File: config.mk
export PLATFORM = sky130hd
export DESIGN_NAME = ppf_printer_port
export DESIGN_NICKNAME = d
export VERILOG_FILES = /design/src/design/ppf_pkg.sv /design/src/design/ppf_printer_port.sv
export SDC_FILE = /design/constraint.sdc
export NUM_CORES = 1
export LEC_CHECK = 0
export ABC_AREA = 1
export BUFFER_PORTS_ARGS = -buffer_cell sky130_fd_sc_hd__clkbuf_2
export CORE_MARGIN = 1.5
export CORE_UTILIZATION = 42
export DETAILED_ROUTE_END_ITERATION = 12
export PLACE_DENSITY_LB_ADDON = 0.3
export SLEW_MARGIN = 25
export SYNTH_ARGS = -nofsm -noshare
export SYNTH_HDL_FRONTEND = slang
export SYNTH_HIERARCHICAL = 1
export SYNTH_SLANG_ARGS = --single-unit
File: constraint.sdc
create_clock -name clk -period 2.7 [get_ports clk]
set_clock_uncertainty 0.05 [all_clocks]
set_input_delay 0.675 -clock clk [delete_from_list [all_inputs] [get_ports clk]]
set_output_delay 0.675 -clock clk [all_outputs]
set_load 0.02 [all_outputs]
File: src/design/ppf_pkg.sv
package ppf_pkg;

	// register addresses on the host bus
	localparam logic [1:0] PPF_ADDR_PORT   = 2'h0;
	localparam logic [1:0] PPF_ADDR_STATUS = 2'h1;
	localparam logic [1:0] PPF_ADDR_PINS   = 2'h2;
	localparam logic [1:0] PPF_ADDR_EXTRA  = 2'h3;

	// pin drive register fields
	localparam int PPF_CON_STROBE = 0;
	localparam int PPF_CON_AUTO   = 1;
	localparam int PPF_CON_INIT   = 2;
	localparam int PPF_CON_CHOOSE = 3;
	localparam int PPF_CON_IRQEN  = 4;
	localparam int PPF_CON_DIR    = 5;

	// extra function register fields
	localparam int PPF_AFR_HS     = 3;
	localparam int PPF_AFR_TYPE   = 4;
	localparam int PPF_AFR_POL    = 6;
	localparam int PPF_AFR_FEN    = 7;

	localparam logic [7:0] PPF_CON_RESET  = 8'h00;
	localparam logic [7:0] PPF_AFR_RESET  = 8'h00;
	localparam logic [7:0] PPF_DATA_RESET = 8'h00;
	// error,online,paper,busy,ack,mode,strobe,auto,init,choose,data
	localparam logic [17:0] PPF_PIN_SYNC_RESET = 18'h3FDFF;

	localparam int PPF_FIFO_DEPTH = 83;

	// strobe delay and width in clocks, indexed by timing select
	localparam logic [7:0][4:0] PPF_DELAY_TBL = {5'h09, 5'h05, 5'h05, 5'h03,
		5'h12, 5'h0A, 5'h0A, 5'h06};
	localparam logic [7:0][4:0] PPF_WIDTH_TBL = {5'h08, 5'h04, 5'h04, 5'h02,
		5'h10, 5'h08, 5'h08, 5'h04};

	localparam logic [1:0] PPF_IRQ_NORMAL = 2'h0;
	localparam logic [1:0] PPF_IRQ_EMPTY  = 2'h1;
	localparam logic [1:0] PPF_IRQ_FULL   = 2'h2;
	localparam logic [1:0] PPF_IRQ_EMPTYB = 2'h3;

	typedef enum logic [3:0] {
		PPF_IDLE  = 4'h1,
		PPF_DELAY = 4'h2,
		PPF_WIDTH = 4'h4,
		PPF_WAIT  = 4'h8
	} ppf_engine_type;

endpackage

File: src/design/ppf_printer_port.sv
// Functional notes
// - fifo off at reset; mode after first handshake
// - fifo mode until init low; init change clears
// - 83-byte fifo drains at printer pace
// - init low: port read pops, strobe high
// - outside fifo mode strobe from pin drive
// - fifo mode: strobe generated, bit0 ignored
// - timing select sets strobe delay and width
// - handshake source ack or busy
// - count up on write, down on handshake
// - count settles within five clocks of edge
// - write into full fifo dropped
// - latched interrupt set by strobe bit or handshake, cleared by status read
// - pulse interrupt set by strobe bit, cleared by port write
// - status shows ack level and latched interrupt
// - extra bit 6 inverts interrupt polarity
// - extra bits 5..4 choose interrupt source
// - status bits 1..0 one unless type three
// - status shows error, online, paper levels
// - status bit7: not full or not busy
// - port data out/in by direction, output at reset
// - readback shows pin levels and mask
// - pin drive register sets pins and direction

module ppf_sync #(
	parameter int           W         = 1,
	parameter logic [W-1:0] RESET_VAL = '0
) (
	input  wire logic         clk,
	input  wire logic         rst_b,
	input  wire logic [W-1:0] asyncIn,
	output logic      [W-1:0] level
);
	logic [W-1:0] s1Reg;
	logic [W-1:0] s2Reg;
	logic [W-1:0] s3Reg;
	logic [W-1:0] levelReg;
	wire  [W-1:0] agree = ~(s2Reg ^ s3Reg);
	wire  [W-1:0] levelNext = (agree & s2Reg) | (~agree & levelReg);

	always_ff @(posedge clk or negedge rst_b) begin
		if (!rst_b) begin
			s1Reg    <= RESET_VAL;
			s2Reg    <= RESET_VAL;
			s3Reg    <= RESET_VAL;
			levelReg <= RESET_VAL;
		end else begin
			s1Reg    <= asyncIn;
			s2Reg    <= s1Reg;
			s3Reg    <= s2Reg;
			levelReg <= levelNext;
		end
	end
	assign level = levelReg;
endmodule // ppf_sync

module ppf_fifo
	import ppf_pkg::*;
#(
	parameter int WIDTH = 8,
	parameter int DEPTH = PPF_FIFO_DEPTH,
	parameter int CW    = $clog2(DEPTH + 1),
	parameter int PW    = $clog2(DEPTH)
) (
	input  wire logic             clk,
	input  wire logic             rst_b,
	input  wire logic             clear,
	input  wire logic             inValid,
	input  wire logic [WIDTH-1:0] inData,
	output logic                  inReady,
	output logic                  outValid,
	output logic      [WIDTH-1:0] outData,
	input  wire logic             outReady,
	output logic      [CW-1:0]    count
);
	logic [WIDTH-1:0] memReg [DEPTH];
	logic [PW-1:0]    wrPtrReg;
	logic [PW-1:0]    rdPtrReg;
	logic [CW-1:0]    countReg;
	wire              doPush = inValid & inReady;
	wire              doPop = outValid & outReady;
	wire  [PW-1:0]    wrPtrNext = (wrPtrReg == PW'(DEPTH - 1)) ? '0 : wrPtrReg + 1'b1;
	wire  [PW-1:0]    rdPtrNext = (rdPtrReg == PW'(DEPTH - 1)) ? '0 : rdPtrReg + 1'b1;

	assign inReady  = countReg != CW'(DEPTH);
	assign outValid = countReg != '0;
	assign outData  = memReg[rdPtrReg];
	assign count    = countReg;

	always_ff @(posedge clk) begin
		if (doPush) begin
			memReg[wrPtrReg] <= inData;
		end
	end

	always_ff @(posedge clk or negedge rst_b) begin
		if (!rst_b) begin
			wrPtrReg <= '0;
			rdPtrReg <= '0;
			countReg <= '0;
		end else if (clear) begin
			wrPtrReg <= '0;
			rdPtrReg <= '0;
			countReg <= '0;
		end else begin
			if (doPush) wrPtrReg <= wrPtrNext;
			if (doPop) rdPtrReg <= rdPtrNext;
			if (doPush && !doPop) countReg <= countReg + 1'b1;
			else if (doPop && !doPush) countReg <= countReg - 1'b1;
		end
	end
endmodule // ppf_fifo

module ppf_printer_port
	import ppf_pkg::*;
(
	input  wire logic       clk,
	input  wire logic       rst_b,
	input  wire logic       csN,
	input  wire logic       hostReadN,
	input  wire logic       hostWriteN,
	input  wire logic [1:0] addr,
	input  wire logic [7:0] hostDataIn,
	output logic      [7:0] hostDataOut,
	output logic            hostDataOeN,
	input  wire logic [7:0] printerDataPinsIn,
	output logic      [7:0] printerDataPinsOut,
	output logic            printerDataPinsOeN,
	input  wire logic       strobeNIn,
	output logic            strobeNOut,
	output logic            strobeOeN,
	input  wire logic       autoLineFeedNIn,
	output logic            autoLineFeedNOut,
	output logic            autoLineFeedOeN,
	input  wire logic       initIn,
	output logic            initOut,
	output logic            initOeN,
	input  wire logic       printerChooseNIn,
	output logic            printerChooseNOut,
	output logic            printerChooseOeN,
	input  wire logic       errorN,
	input  wire logic       printerOnline,
	input  wire logic       paperOut,
	input  wire logic       busy,
	input  wire logic       ackN,
	input  wire logic       irqLatchModePin,
	output logic            irqOut,
	output logic            irqOeN
);
	localparam int CW = $clog2(PPF_FIFO_DEPTH + 1);

	logic [11:0]    busLvl;
	logic [17:0]    pinLvl;
	logic           rdPrevReg;
	logic           wrPrevReg;
	logic           ackPrevReg;
	logic           busyPrevReg;
	logic           initPrevReg;
	logic [7:0]     conReg;
	logic [7:0]     afrReg;
	logic [7:0]     dataLatchReg;
	logic           armedReg;
	logic           fifoModeReg;
	logic           pendLatchedReg;
	logic           pendPulseReg;
	ppf_engine_type stateReg;
	logic [4:0]     cntReg;
	logic [7:0]     hostDataOutReg;
	logic           hostDataOeNReg;
	logic           strobeOeNReg;
	logic           autoOeNReg;
	logic           initOeNReg;
	logic           chooseOeNReg;
	logic           dataOeNReg;
	logic           irqReg;
	logic           irqOeNReg;
	logic           fifoInReady;
	logic           fifoOutValid;
	logic [7:0]     fifoHead;
	logic [CW-1:0]  fifoCount;

	ppf_sync #(.W(12), .RESET_VAL(12'h000)) u_busSync (
		.clk     (clk),
		.rst_b   (rst_b),
		.asyncIn ({~csN & ~hostReadN, ~csN & ~hostWriteN, addr, hostDataIn}),
		.level   (busLvl)
	);

	ppf_sync #(.W(18), .RESET_VAL(PPF_PIN_SYNC_RESET)) u_pinSync (
		.clk     (clk),
		.rst_b   (rst_b),
		.asyncIn ({errorN, printerOnline, paperOut, busy, ackN, irqLatchModePin,
			strobeNIn, autoLineFeedNIn, initIn, printerChooseNIn, printerDataPinsIn}),
		.level   (pinLvl)
	);

	// filtered levels
	wire       rdLvl = busLvl[11];
	wire       wrLvl = busLvl[10];
	wire [1:0] busAddr = busLvl[9:8];
	wire [7:0] busData = busLvl[7:0];
	wire       errorLvl = pinLvl[17];
	wire       onlineLvl = pinLvl[16];
	wire       paperLvl = pinLvl[15];
	wire       busyLvl = pinLvl[14];
	wire       ackLvl = pinLvl[13];
	wire       modeLvl = pinLvl[12];
	wire       strobeLvl = pinLvl[11];
	wire       autoLvl = pinLvl[10];
	wire       initLvl = pinLvl[9];
	wire       chooseLvl = pinLvl[8];
	wire [7:0] dataPinLvl = pinLvl[7:0];

	// bus decode
	wire rdStart = rdLvl & ~rdPrevReg;
	wire wrStart = wrLvl & ~wrPrevReg;
	wire portWrite = wrStart & (busAddr == PPF_ADDR_PORT);
	wire conWrite = wrStart & (busAddr == PPF_ADDR_PINS);
	wire afrWrite = wrStart & (busAddr == PPF_ADDR_EXTRA);
	wire portRead = rdStart & (busAddr == PPF_ADDR_PORT);
	wire statusRead = rdStart & (busAddr == PPF_ADDR_STATUS);

	// handshake edges
	wire ackFall = ackPrevReg & ~ackLvl;
	wire busyFall = busyPrevReg & ~busyLvl;
	wire busyRise = ~busyPrevReg & busyLvl;
	wire hsFall = afrReg[PPF_AFR_HS] ? busyFall : ackFall;
	wire initLow = ~initLvl;
	wire initEdge = initLvl ^ initPrevReg;
	wire fifoEn = afrReg[PPF_AFR_FEN];

	// fifo traffic
	wire fifoPush = portWrite & fifoEn & (fifoModeReg | initLow);
	wire enginePop = (stateReg == PPF_WAIT) & hsFall;
	wire readPop = portRead & initLow & fifoEn;
	wire fifoPop = enginePop | readPop;
	wire startByte = (stateReg == PPF_IDLE) & fifoModeReg & fifoOutValid & ~initLow;
	wire [2:0] timeSel = afrReg[2:0];
	wire [4:0] delayClks = PPF_DELAY_TBL[timeSel];
	wire [4:0] widthClks = PPF_WIDTH_TBL[timeSel];

	// strobe source
	wire engineStrobe = stateReg == PPF_WIDTH;
	wire strobeWant = initLow ? 1'b0 :
		fifoModeReg ? engineStrobe : conReg[PPF_CON_STROBE];

	// interrupt source
	wire pendSet = conWrite & busData[PPF_CON_STROBE];
	wire normalAssert = modeLvl ? pendPulseReg : pendLatchedReg;
	wire [1:0] irqType = afrReg[PPF_AFR_TYPE+1:PPF_AFR_TYPE];
	wire irqAssert = (irqType == PPF_IRQ_NORMAL) ? normalAssert :
		(irqType == PPF_IRQ_FULL) ? ~fifoInReady : ~fifoOutValid;
	wire irqNext = afrReg[PPF_AFR_POL] ? irqAssert : ~irqAssert;

	// read paths
	wire statusBit7 = fifoEn ? fifoInReady : ~busyLvl;
	wire [1:0] statusLow = (irqType == PPF_IRQ_EMPTYB) ? 2'h0 : 2'h3;
	wire [7:0] statusByte = {statusBit7, ackLvl, paperLvl, onlineLvl, errorLvl,
		~pendLatchedReg, statusLow};
	wire [7:0] readbackByte = {3'h7, conReg[PPF_CON_IRQEN], ~chooseLvl, initLvl,
		~autoLvl, ~strobeLvl};
	wire [7:0] portByte = (initLow & fifoEn) ? fifoHead :
		conReg[PPF_CON_DIR] ? dataPinLvl : dataLatchReg;
	wire [7:0] countByte = {~fifoEn, fifoCount};
	wire [7:0] readMux = (busAddr == PPF_ADDR_PORT) ? portByte :
		(busAddr == PPF_ADDR_STATUS) ? statusByte :
		(busAddr == PPF_ADDR_PINS) ? readbackByte : countByte;

	ppf_fifo #(.WIDTH(8), .DEPTH(PPF_FIFO_DEPTH)) u_fifo (
		.clk      (clk),
		.rst_b    (rst_b),
		.clear    (initEdge),
		.inValid  (fifoPush),
		.inData   (busData),
		.inReady  (fifoInReady),
		.outValid (fifoOutValid),
		.outData  (fifoHead),
		.outReady (fifoPop),
		.count    (fifoCount)
	);

	always_ff @(posedge clk or negedge rst_b) begin
		if (!rst_b) begin
			rdPrevReg   <= 1'b0;
			wrPrevReg   <= 1'b0;
			ackPrevReg  <= 1'b1;
			busyPrevReg <= 1'b1;
			initPrevReg <= 1'b0;
		end else begin
			rdPrevReg   <= rdLvl;
			wrPrevReg   <= wrLvl;
			ackPrevReg  <= ackLvl;
			busyPrevReg <= busyLvl;
			initPrevReg <= initLvl;
		end
	end

	// host registers
	always_ff @(posedge clk or negedge rst_b) begin
		if (!rst_b) begin
			conReg <= PPF_CON_RESET;
			afrReg <= PPF_AFR_RESET;
		end else begin
			if (conWrite) conReg <= busData;
			if (afrWrite) afrReg <= busData;
		end
	end

	// fifo mode entry and exit
	always_ff @(posedge clk or negedge rst_b) begin
		if (!rst_b) begin
			armedReg    <= 1'b0;
			fifoModeReg <= 1'b0;
		end else if (initLow || !fifoEn) begin
			armedReg    <= 1'b0;
			fifoModeReg <= 1'b0;
		end else begin
			if (pendSet) armedReg <= 1'b1;
			if (armedReg && (ackFall || busyRise)) fifoModeReg <= 1'b1;
		end
	end

	// strobe engine
	always_ff @(posedge clk or negedge rst_b) begin
		if (!rst_b) begin
			stateReg <= PPF_IDLE;
			cntReg   <= 5'h00;
		end else if (!fifoModeReg) begin
			stateReg <= PPF_IDLE;
			cntReg   <= 5'h00;
		end else begin
			case (stateReg)
				PPF_IDLE: begin
					if (startByte) begin
						cntReg   <= delayClks - 5'h01;
						stateReg <= PPF_DELAY;
					end
				end
				PPF_DELAY: begin
					if (cntReg == 5'h00) begin
						cntReg   <= widthClks - 5'h01;
						stateReg <= PPF_WIDTH;
					end else begin
						cntReg <= cntReg - 5'h01;
					end
				end
				PPF_WIDTH: begin
					if (cntReg == 5'h00) stateReg <= PPF_WAIT;
					else cntReg <= cntReg - 5'h01;
				end
				PPF_WAIT: begin
					if (hsFall) stateReg <= PPF_IDLE;
				end
				default: stateReg <= PPF_IDLE;
			endcase
		end
	end

	// data pin latch
	always_ff @(posedge clk or negedge rst_b) begin
		if (!rst_b) begin
			dataLatchReg <= PPF_DATA_RESET;
		end else if (startByte) begin
			dataLatchReg <= fifoHead;
		end else if (portWrite && !fifoPush && !fifoModeReg) begin
			dataLatchReg <= busData;
		end
	end

	// interrupt pending flags, set wins over clear
	always_ff @(posedge clk or negedge rst_b) begin
		if (!rst_b) begin
			pendLatchedReg <= 1'b0;
			pendPulseReg   <= 1'b0;
		end else begin
			if (pendSet || hsFall) pendLatchedReg <= 1'b1;
			else if (statusRead) pendLatchedReg <= 1'b0;
			if (pendSet) pendPulseReg <= 1'b1;
			else if (portWrite) pendPulseReg <= 1'b0;
		end
	end

	// registered pin and bus outputs
	always_ff @(posedge clk or negedge rst_b) begin
		if (!rst_b) begin
			hostDataOutReg <= 8'h00;
			hostDataOeNReg <= 1'b1;
			strobeOeNReg   <= 1'b1;
			autoOeNReg     <= 1'b1;
			initOeNReg     <= 1'b0;
			chooseOeNReg   <= 1'b1;
			dataOeNReg     <= 1'b0;
			irqReg         <= 1'b1;
			irqOeNReg      <= 1'b1;
		end else begin
			hostDataOutReg <= readMux;
			hostDataOeNReg <= ~rdLvl;
			strobeOeNReg   <= ~strobeWant;
			autoOeNReg     <= ~conReg[PPF_CON_AUTO];
			initOeNReg     <= conReg[PPF_CON_INIT];
			chooseOeNReg   <= ~conReg[PPF_CON_CHOOSE];
			dataOeNReg     <= conReg[PPF_CON_DIR];
			irqReg         <= irqNext;
			irqOeNReg      <= ~conReg[PPF_CON_IRQEN];
		end
	end

	assign hostDataOut        = hostDataOutReg;
	assign hostDataOeN        = hostDataOeNReg;
	assign printerDataPinsOut = dataLatchReg;
	assign printerDataPinsOeN = dataOeNReg;
	assign strobeNOut         = 1'b0;
	assign strobeOeN          = strobeOeNReg;
	assign autoLineFeedNOut   = 1'b0;
	assign autoLineFeedOeN    = autoOeNReg;
	assign initOut            = 1'b0;
	assign initOeN            = initOeNReg;
	assign printerChooseNOut  = 1'b0;
	assign printerChooseOeN   = chooseOeNReg;
	assign irqOut             = irqReg;
	assign irqOeN             = irqOeNReg;

	// checks
	chk_fifo_off_mode: assert property (@(posedge clk) disable iff (!rst_b)
		!fifoEn |=> !fifoModeReg)
		else $error("fifo mode without enable");
	chk_init_clears: assert property (@(posedge clk) disable iff (!rst_b)
		initEdge |=> (fifoCount == '0))
		else $error("init change did not clear fifo");
	chk_depth_bound: assert property (@(posedge clk) disable iff (!rst_b)
		fifoCount <= CW'(PPF_FIFO_DEPTH))
		else $error("fifo count beyond depth");
	chk_init_strobe: assert property (@(posedge clk) disable iff (!rst_b)
		initLow |=> strobeOeN)
		else $error("strobe driven while init low");
	chk_manual_strobe: assert property (@(posedge clk) disable iff (!rst_b)
		(!fifoModeReg && !initLow) |=> (strobeOeN == !$past(conReg[PPF_CON_STROBE])))
		else $error("manual strobe mismatch");
	chk_width_start: assert property (@(posedge clk) disable iff (!rst_b)
		(fifoModeReg && stateReg == PPF_DELAY && cntReg == 5'h00)
		|=> (stateReg == PPF_WIDTH && cntReg == $past(widthClks) - 5'h01))
		else $error("strobe width not loaded");
	chk_count_inc: assert property (@(posedge clk) disable iff (!rst_b)
		(fifoPush && fifoInReady && !fifoPop && !initEdge)
		|=> (fifoCount == $past(fifoCount) + 1'b1))
		else $error("count did not increment");
	chk_full_drop: assert property (@(posedge clk) disable iff (!rst_b)
		(fifoPush && !fifoInReady && !fifoPop && !initEdge) |=> $stable(fifoCount))
		else $error("write into full fifo counted");
	chk_latched_clear: assert property (@(posedge clk) disable iff (!rst_b)
		(statusRead && !pendSet && !hsFall) |=> !pendLatchedReg ##1 hostDataOut[2])
		else $error("status read did not clear latched interrupt");

	cov_enter_fifo: cover property (@(posedge clk) disable iff (!rst_b) $rose(fifoModeReg));
	cov_strobe_pulse: cover property (@(posedge clk) disable iff (!rst_b)
		stateReg == PPF_WIDTH ##1 stateReg == PPF_WAIT);
	cov_fifo_full: cover property (@(posedge clk) disable iff (!rst_b) !fifoInReady);
	cov_init_pop: cover property (@(posedge clk) disable iff (!rst_b) readPop);

endmodule // ppf_printer_port

==> flow_metrics.tcl, run 1 <==
set metrics [dict create \
    status "complete, no violations" \
    layout_commonest_cell "nand2_1" \
    antenna_found_initial 0 \
    dr.pass1.iters 6 \
    die_y_um 292.5 \
    async_reset_ff_share_pct 22.88 \
    die_x_um 292.5 \
    yosysUniqueCellTypes 48 \
    rows 105 \
    worstPathArrival_ns 3.16 \
    tightest_slew_ns 0.7552 \
    synth_top_family_by_area "simple AND/OR/NAND/NOR gates" \
    cts_root_buf "clkbuf_16" \
    drive_above_1_share_pct 15.43 \
    cts_buffers 87 \
    ys_warn_count 6 \
    grt_pass1_vias 22360 \
    grt_util_all_layers_pct 19.85 \
    crit_required_ns 3.16 \
    seq_power_share_pct 52.1 \
    coreArea_um2 82500 \
    leakagePower_nw 15.50 \
    design_area_um2 40730 \
    yosys.area_share.adder_pct 0.5545 \
    critPathKind "flop to flop" \
    drc 0 \
    final-setup-viol-count 0 \
    synth-simple-area-share_pct 18.31 \
    synth_ff_type "edfxtp_1" \
    max_freq_ghz 0.3711 \
    clock_power_share_pct 41.6 \
    clockBufferDepth 3 \
    cts_tree "done" \
    initial_core_util_pct 42.67 \
    min-delay-start "printerDataPinsIn[1]" \
    intPower_w 0.02264 \
    grt_pass1_wl_mm 130.9 \
    ys_ff_latch 861 \
    end_kind "flop" \
    maxSlewHeadroom_pct 49.65 \
    p_per_area_nw_per_um2 722.1 \
    reg2regPathDepth 14 \
    dieArea_um2 85560 \
    fin_nets 3319 \
    switchingPower_w 0.006770 \
    vias 23260 \
    maxCapViolations 0 \
    ff2ff_setup_slack_ns 0.005 \
    whs_ns 0.06069 \
    hold_class "input port to flop" \
    grt_max_degree 71 \
    placedInstanceArea_um2 37730 \
    period_minus_slack_ns 2.695 \
    start_kind "flop" \
    combPwrFrac_pct 6.3 \
    synthCells 3084 \
    cp_max_fo 24 \
    netlist_area_um2 35200 \
    cts_setup_buffers 0 \
    synthToLayoutAreaGrowth_pct 15.69 \
    min_path_cells 1 \
    synth-edff-count 664 \
    grt_overflow_total 0 \
    synth_mux_area_share_pct 0.03199 \
    wire_per_inst_um 19.27 \
    grt_setup_unrepaired "true" \
    htreeDepth 3 \
    ios 61 \
    viasPerCell 5.269 \
    drt_iter0_drc 2045 \
    ir_drop_mv 0.4337 \
    fin_crit_sh_pct 99.81 \
    hpwlAfterDp_mm 52.74 \
    syn_avg_cell_area_um2 11.41 \
    worstHoldEndpoint "u_pinSync/s1Reg[1]" \
    rr_startpoint "u_fifo/rdPtrReg[0]" \
    p_sw_share_pct 23.02 \
    io_buffers 56 \
    clk-insertion-delay-late_ns 0.65 \
    clock-sinks 861 \
    finalHoldViolations 0 \
    ys_seq_area_share_pct 70.92 \
    routed_wl_mm 85.08 \
    r2r-end "hostDataOut[6]" \
    cts.clk_slew.worst_paths_ns 0.07 \
    gp_congestion 0.8874 \
    synth_compound_area_share_pct 5.349 \
    drtAntennaViolNets 0 \
    slew_viol_final 0 \
    synth_xor_area_share_pct 0.1990 \
    mostFrequentLayoutCells "nand2_1 (735), edfxtp_1 (664), nand3_1 (395), nor2_1 (361), buf_4 (163)" \
]
-- synth_stat cells, drive strengths merged, types with 3 or more instances --
cell | count | area share, %
nand2 | 741 | 8.0
edfxtp | 664 | 57
nand3 | 399 | 5.8
nor2 | 373 | 4.1
o21ai | 176 | 2.5
inv | 163 | 1.7
buf | 139 | 2.7
dfrtp | 120 | 8.5
a21oi | 87 | 1.2
dfstp | 77 | 5.7
o211ai | 51 | 1.1
clkbuf | 18 | 0.20
ha | 14 | 0.50
nand4 | 11 | 0.21
nor3 | 9 | 0.14
o22ai | 9 | 0.16
a211oi | 8 | 0.17
xor2 | 6 | 0.15
nand3b | 3 | 0.064
o221ai | 3 | 0.075
-- kinds of logic after synthesis --
kind of cell | count (synthesis)
xor gates and xnor gates | 8
buffers and inverters | 322
muxes | 1
and+or+nand+nor | 1538
DFF | 861
AOI/OAI and AO/OA | 338
adders and majority gates | 15
other | 1
-- worst max-delay path by stage --
stage	from	endpoint	slack (ns)	cells past startpoint
finish	u_fifo/rdPtrReg[0]	hostDataOut[6]	0.005	14
global route	u_fifo/rdPtrReg[0]	hostDataOut[5]	-0.01	14
CTS	u_fifo/rdPtrReg[0]	hostDataOut[7]	0.006	14
detailed placement	u_fifo/rdPtrReg[0]	hostDataOut[5]	-0.01	13
global placement	u_fifo/rdPtrReg[0]	hostDataOut[5]	0.03	13
floorplan	flop	u_fifo/count[6]	0.03	15
-- per-stage QoR --
stage | setup TNS, ns | total power [W] | utilization, % | std cells | worst slack (ns)
final | 0 | 0.02941 | 49.36 | 4415 | 0.005141
after global routing | -0.01426 | 0.03041 | 49.36 | 4414 | -0.01426
after CTS | 0 | 0.02965 | 49.29 | 4413 | 0.006211
after detailed placement | -0.01299 | 0.01745 | 45.73 | 4250 | -0.01299
after global placement | 0 | 0.01743 | 45.73 | 4250 | 0.03063
after floorplan | 0 | 0.01656 | - | 3087 | 0.02689
-- power groups by stage --
stage / Clock [W] / Sequential (W) / Combinational (W)
final: 0.0122 / 0.0153 / 0.00186
after global routing: 0.0130 / 0.0154 / 0.00207
after CTS: 0.0124 / 0.0153 / 0.00186
after detailed placement: 0 / 0.0156 / 0.00184
after global placement: 0 / 0.0156 / 0.00183
after floorplan: 0 / 0.0156 / 0.000952
-- worst max-delay path, stage by stage (launching register included) --
cell and delay (ns):
dfrtp_4 0.56, inv_16 0.19, buf_4 0.26, nand2_1 0.07
nand2_1 0.06, nand2_1 0.05, nand3_1 0.17, nand3_1 0.20
nand2_1 0.12, inv_1 0.05, nand3_1 0.07, nand3_1 0.15
nand2_1 0.15, o21ai_1 0.10, o221ai_1 0.28
-- metal layers --
layer	global-route usage [%]	up-vias	share of wire, %	wire, µm
li1	-	10980	-	-
met1	27.81	11400	43	37000
met2	31.75	731	47	40080
met3	2.747	149	6.5	5512
met4	7.128	0	2.9	2483
met5	0	-	0	0
-- area by class of cell --
type	count	area [µm²]
diodes	1	2.502
clock buffers	111	2320
clock inverters	51	598.1
fillers	7207	41780
inverters	165	638.1
multi-input cells	1904	8650
flip-flops and latches	861	25000
well taps	1070	1339
repair buffers	252	2176
-- sequential cells by signal, indices dropped and copies added, names as in the netlist, 8 cells and up, named ones only --
name                count
u_fifo/memReg         664
u_pinSync/s1Reg        18
u_pinSync/s2Reg        18
u_pinSync/s3Reg        18
u_busSync/s1Reg        12
u_busSync/s2Reg        12
u_busSync/s3Reg        12
afrReg                  8
hostDataOut             8
printerDataPinsOut      8
-- repair_timing --
action                                 4_1_cts  5_1_grt
gates cloned                                 0        1
setup endpoints to repair                    2       56
resized for setup                            2       10
hold buffers                                 1        0
endpoints found under the hold margin       29        0
No activity file was read; power rests on OpenSTA's default activity.
==> run 2: changes to the inputs <==
--- a/config.mk
+++ b/config.mk
@@ -8,7 +8,7 @@
 export ABC_AREA = 1
 export BUFFER_PORTS_ARGS = -buffer_cell sky130_fd_sc_hd__clkbuf_2
 export CORE_MARGIN = 1.5
-export CORE_UTILIZATION = 42
+export CORE_UTILIZATION = 56
 export DETAILED_ROUTE_END_ITERATION = 12
 export PLACE_DENSITY_LB_ADDON = 0.3
 export SLEW_MARGIN = 25
==> flow_metrics.tcl, run 2 (synthesized netlist as in run 1, its figures left out) <==
set metrics [dict create \
    status "complete, no violations" \
    grt_pass1_vias 23740 \
    intPower_w 0.02278 \
    grt_pass1_wl_mm 134.4 \
    p_per_area_nw_per_um2 723.2 \
    worstPathArrival_ns 3.07 \
    slowest_stage "dfstp_2" \
    io_buffers 56 \
    clk-insertion-delay-late_ns 0.64 \
    clockBufferDepth 3 \
    viasPerCell 5.778 \
    cts.clk_slew.worst_paths_ns 0.06 \
    cpPeakStageDelay_ns 0.55 \
    finalHoldViolations 0 \
    clock_power_share_pct 41.4 \
    synthToLayoutAreaGrowth_pct 15.79 \
    dr_wl_met2_mm 42.10 \
    mostFrequentLayoutCells "nand2_1 (734), edfxtp_1 (664), nand3_1 (390), nor2_1 (361), buf_4 (176)" \
    n_antenna_cell 0 \
    max_freq_ghz 0.3830 \
    path_delay_family "simple AND/OR/NAND/NOR gates" \
    tightest_slew_ns 0.7673 \
    pre_cts_slack_ns -0.05396 \
    fin_crit_sh_pct 96.71 \
    period_minus_slack_ns 2.611 \
    cts_buffers 85 \
    slew_viol_final 0 \
    drive_above_1_share_pct 16.12 \
    maxSlewHeadroom_pct 48.85 \
    initial_core_util_pct 56.83 \
    dr.pass1.iters 6 \
    critPathKind "flop to flop" \
    crit_top_cell "nand2_1" \
    drc 0 \
    top_register "u_fifo/memReg" \
    wire_per_inst_um 20.97 \
    routed.top_layer "met4" \
    htreeDepth 3 \
    cts_tree "done" \
    dieArea_um2 64370 \
    vias 24260 \
    die_y_um 253.7 \
    final-setup-viol-count 0 \
    met1_length_mm 35.08 \
    cts_root_buf "clkbuf_16" \
    drt_iter0_drc 2846 \
    dr_wl_met3_mm 7.933 \
    seq_power_share_pct 51.7 \
    grt_util_all_layers_pct 27.43 \
    switchingPower_w 0.006694 \
    placedInstanceArea_um2 37600 \
    leakagePower_nw 15.68 \
    coreArea_um2 61940 \
    cp_max_fo 3 \
    gp_congestion 0.9302 \
    path_cells "inv_2, nand3b_1, nand2_1, nand2_1, o31ai_1, nand2_1, nand2_2, buf_4, ha_1, a21oi_1, nand2_2, nand2_1, nand2_1, a21oi_2, xor2_1, o22ai_1" \
    path_buf_inv 2 \
    fin_nets 3340 \
    start_kind "flop" \
    design_area_um2 40760 \
    ir_drop_mv 0.6788 \
    rows 91 \
    clock-sinks 861 \
    hold_class "input port to flop" \
    p_sw_share_pct 22.71 \
    largest_reg_flops 664 \
    hpwlAfterDp_mm 53.99 \
    ff2ff_setup_slack_ns 0.09 \
    die_x_um 253.7 \
    maxCapViolations 0 \
    ios 61 \
    routed_wl_mm 88.07 \
    setup_ws_ns 0.08896 \
    setup_tns_ns 0 \
    grt_max_degree 100 \
    crit_required_ns 3.16 \
    layout_commonest_cell "nand2_1" \
    combPwrFrac_pct 7.0 \
    drtAntennaViolNets 0 \
    antenna_found_initial 0 \
    end_kind "flop" \
    power_w 0.02948 \
    grt_overflow_total 0 \
]
[run 2: cell count changes in the layout (fill, tap and decap cells not counted), moves of 4 or more]
cell,delta
buf_4,+13
dfrtp_2,+8
dfrtp_4,-8
clkbuf_16,+5
nand3_1,-5
nand3_2,+5
clkinv_2,-4
clkinv_4,-4
clkinvlp_4,-4
[run 2: cell type report]
| type | count | area, µm² |
|---|---|---|
| Fill cell | 4433 | 21180 |
| Inverter | 165 | 650.6 |
| Timing Repair inverter | 1 | 11.26 |
| Tap cell | 837 | 1047 |
| Clock buffer | 116 | 2412 |
| Sequential cell | 861 | 24980 |
| Timing Repair Buffer | 274 | 2469 |
| Clock inverter | 41 | 486.7 |
| Multi-Input combinational cell | 1904 | 8700 |
[run 2: final timing paths]
path / startpoint / to / depth (start not counted)
max: flop / u_fifo/count[5] / 16
min: irqLatchModePin / u_pinSync/s1Reg[12] / 1
max reg2reg: flop / u_fifo/count[5] / 16
min reg2reg: u_busSync/s1Reg[11] / u_busSync/s2Reg[11] / 0
max in group asynchronous: rst_b / autoLineFeedOeN / 3
min in group asynchronous: rst_b / u_busSync/s3Reg[10] / 2
[run 2: what timing repair did]
action,CTS,global route
buffers inserted,0,4
resized for setup,3,29
hold endpoints to repair,29,0
pin swaps,0,5
setup endpoints to repair,3,10
gates cloned,0,4
hold buffers,1,0
[run 2: power by group through the flow]
stage	clock network, W	logic [W]	registers (W)
3_5_place_dp	0	0.00198	0.0155
6_report	0.0122	0.00205	0.0152
3_3_place_gp	0	0.00192	0.0155
5_1_grt	0.0128	0.00226	0.0153
4_1_cts	0.0123	0.00200	0.0152
2_1_floorplan	0	0.000952	0.0156
[run 2: worst register-to-register path, stage by stage, from the launching register on]
cell and delay, ns:
dfstp_2 0.55, inv_2 0.06, nand3b_1 0.09, nand2_1 0.08, nand2_1 0.09, o31ai_1 0.08, nand2_1 0.11, nand2_2 0.08
buf_4 0.14, ha_1 0.32, a21oi_1 0.20, nand2_2 0.09, nand2_1 0.06, nand2_1 0.06, a21oi_2 0.16, xor2_1 0.18
o22ai_1 0.10
[run 2: metrics by stage]
| step | cells | hold WS, ns | util (%) |
|---|---|---|---|
| 3_3_place_gp | 4033 | 0.2837 | 60.70 |
| 3_5_place_dp | 4033 | 0.2863 | 60.70 |
| 5_1_grt | 4199 | 0.04474 | 65.81 |
| 2_1_floorplan | 3087 | 0.2812 | - |
| 4_1_cts | 4191 | 0.02861 | 65.41 |
| 6_report | 4199 | 0.05952 | 65.81 |
[run 2: metal layers]
metal  global-route usage (%)  vias to the layer above
met4                    10.53                        0
met5                        0                        -
met3                    4.394                      193
li1                         -                    11030
met1                    37.77                    11850
met2                    44.28                     1191
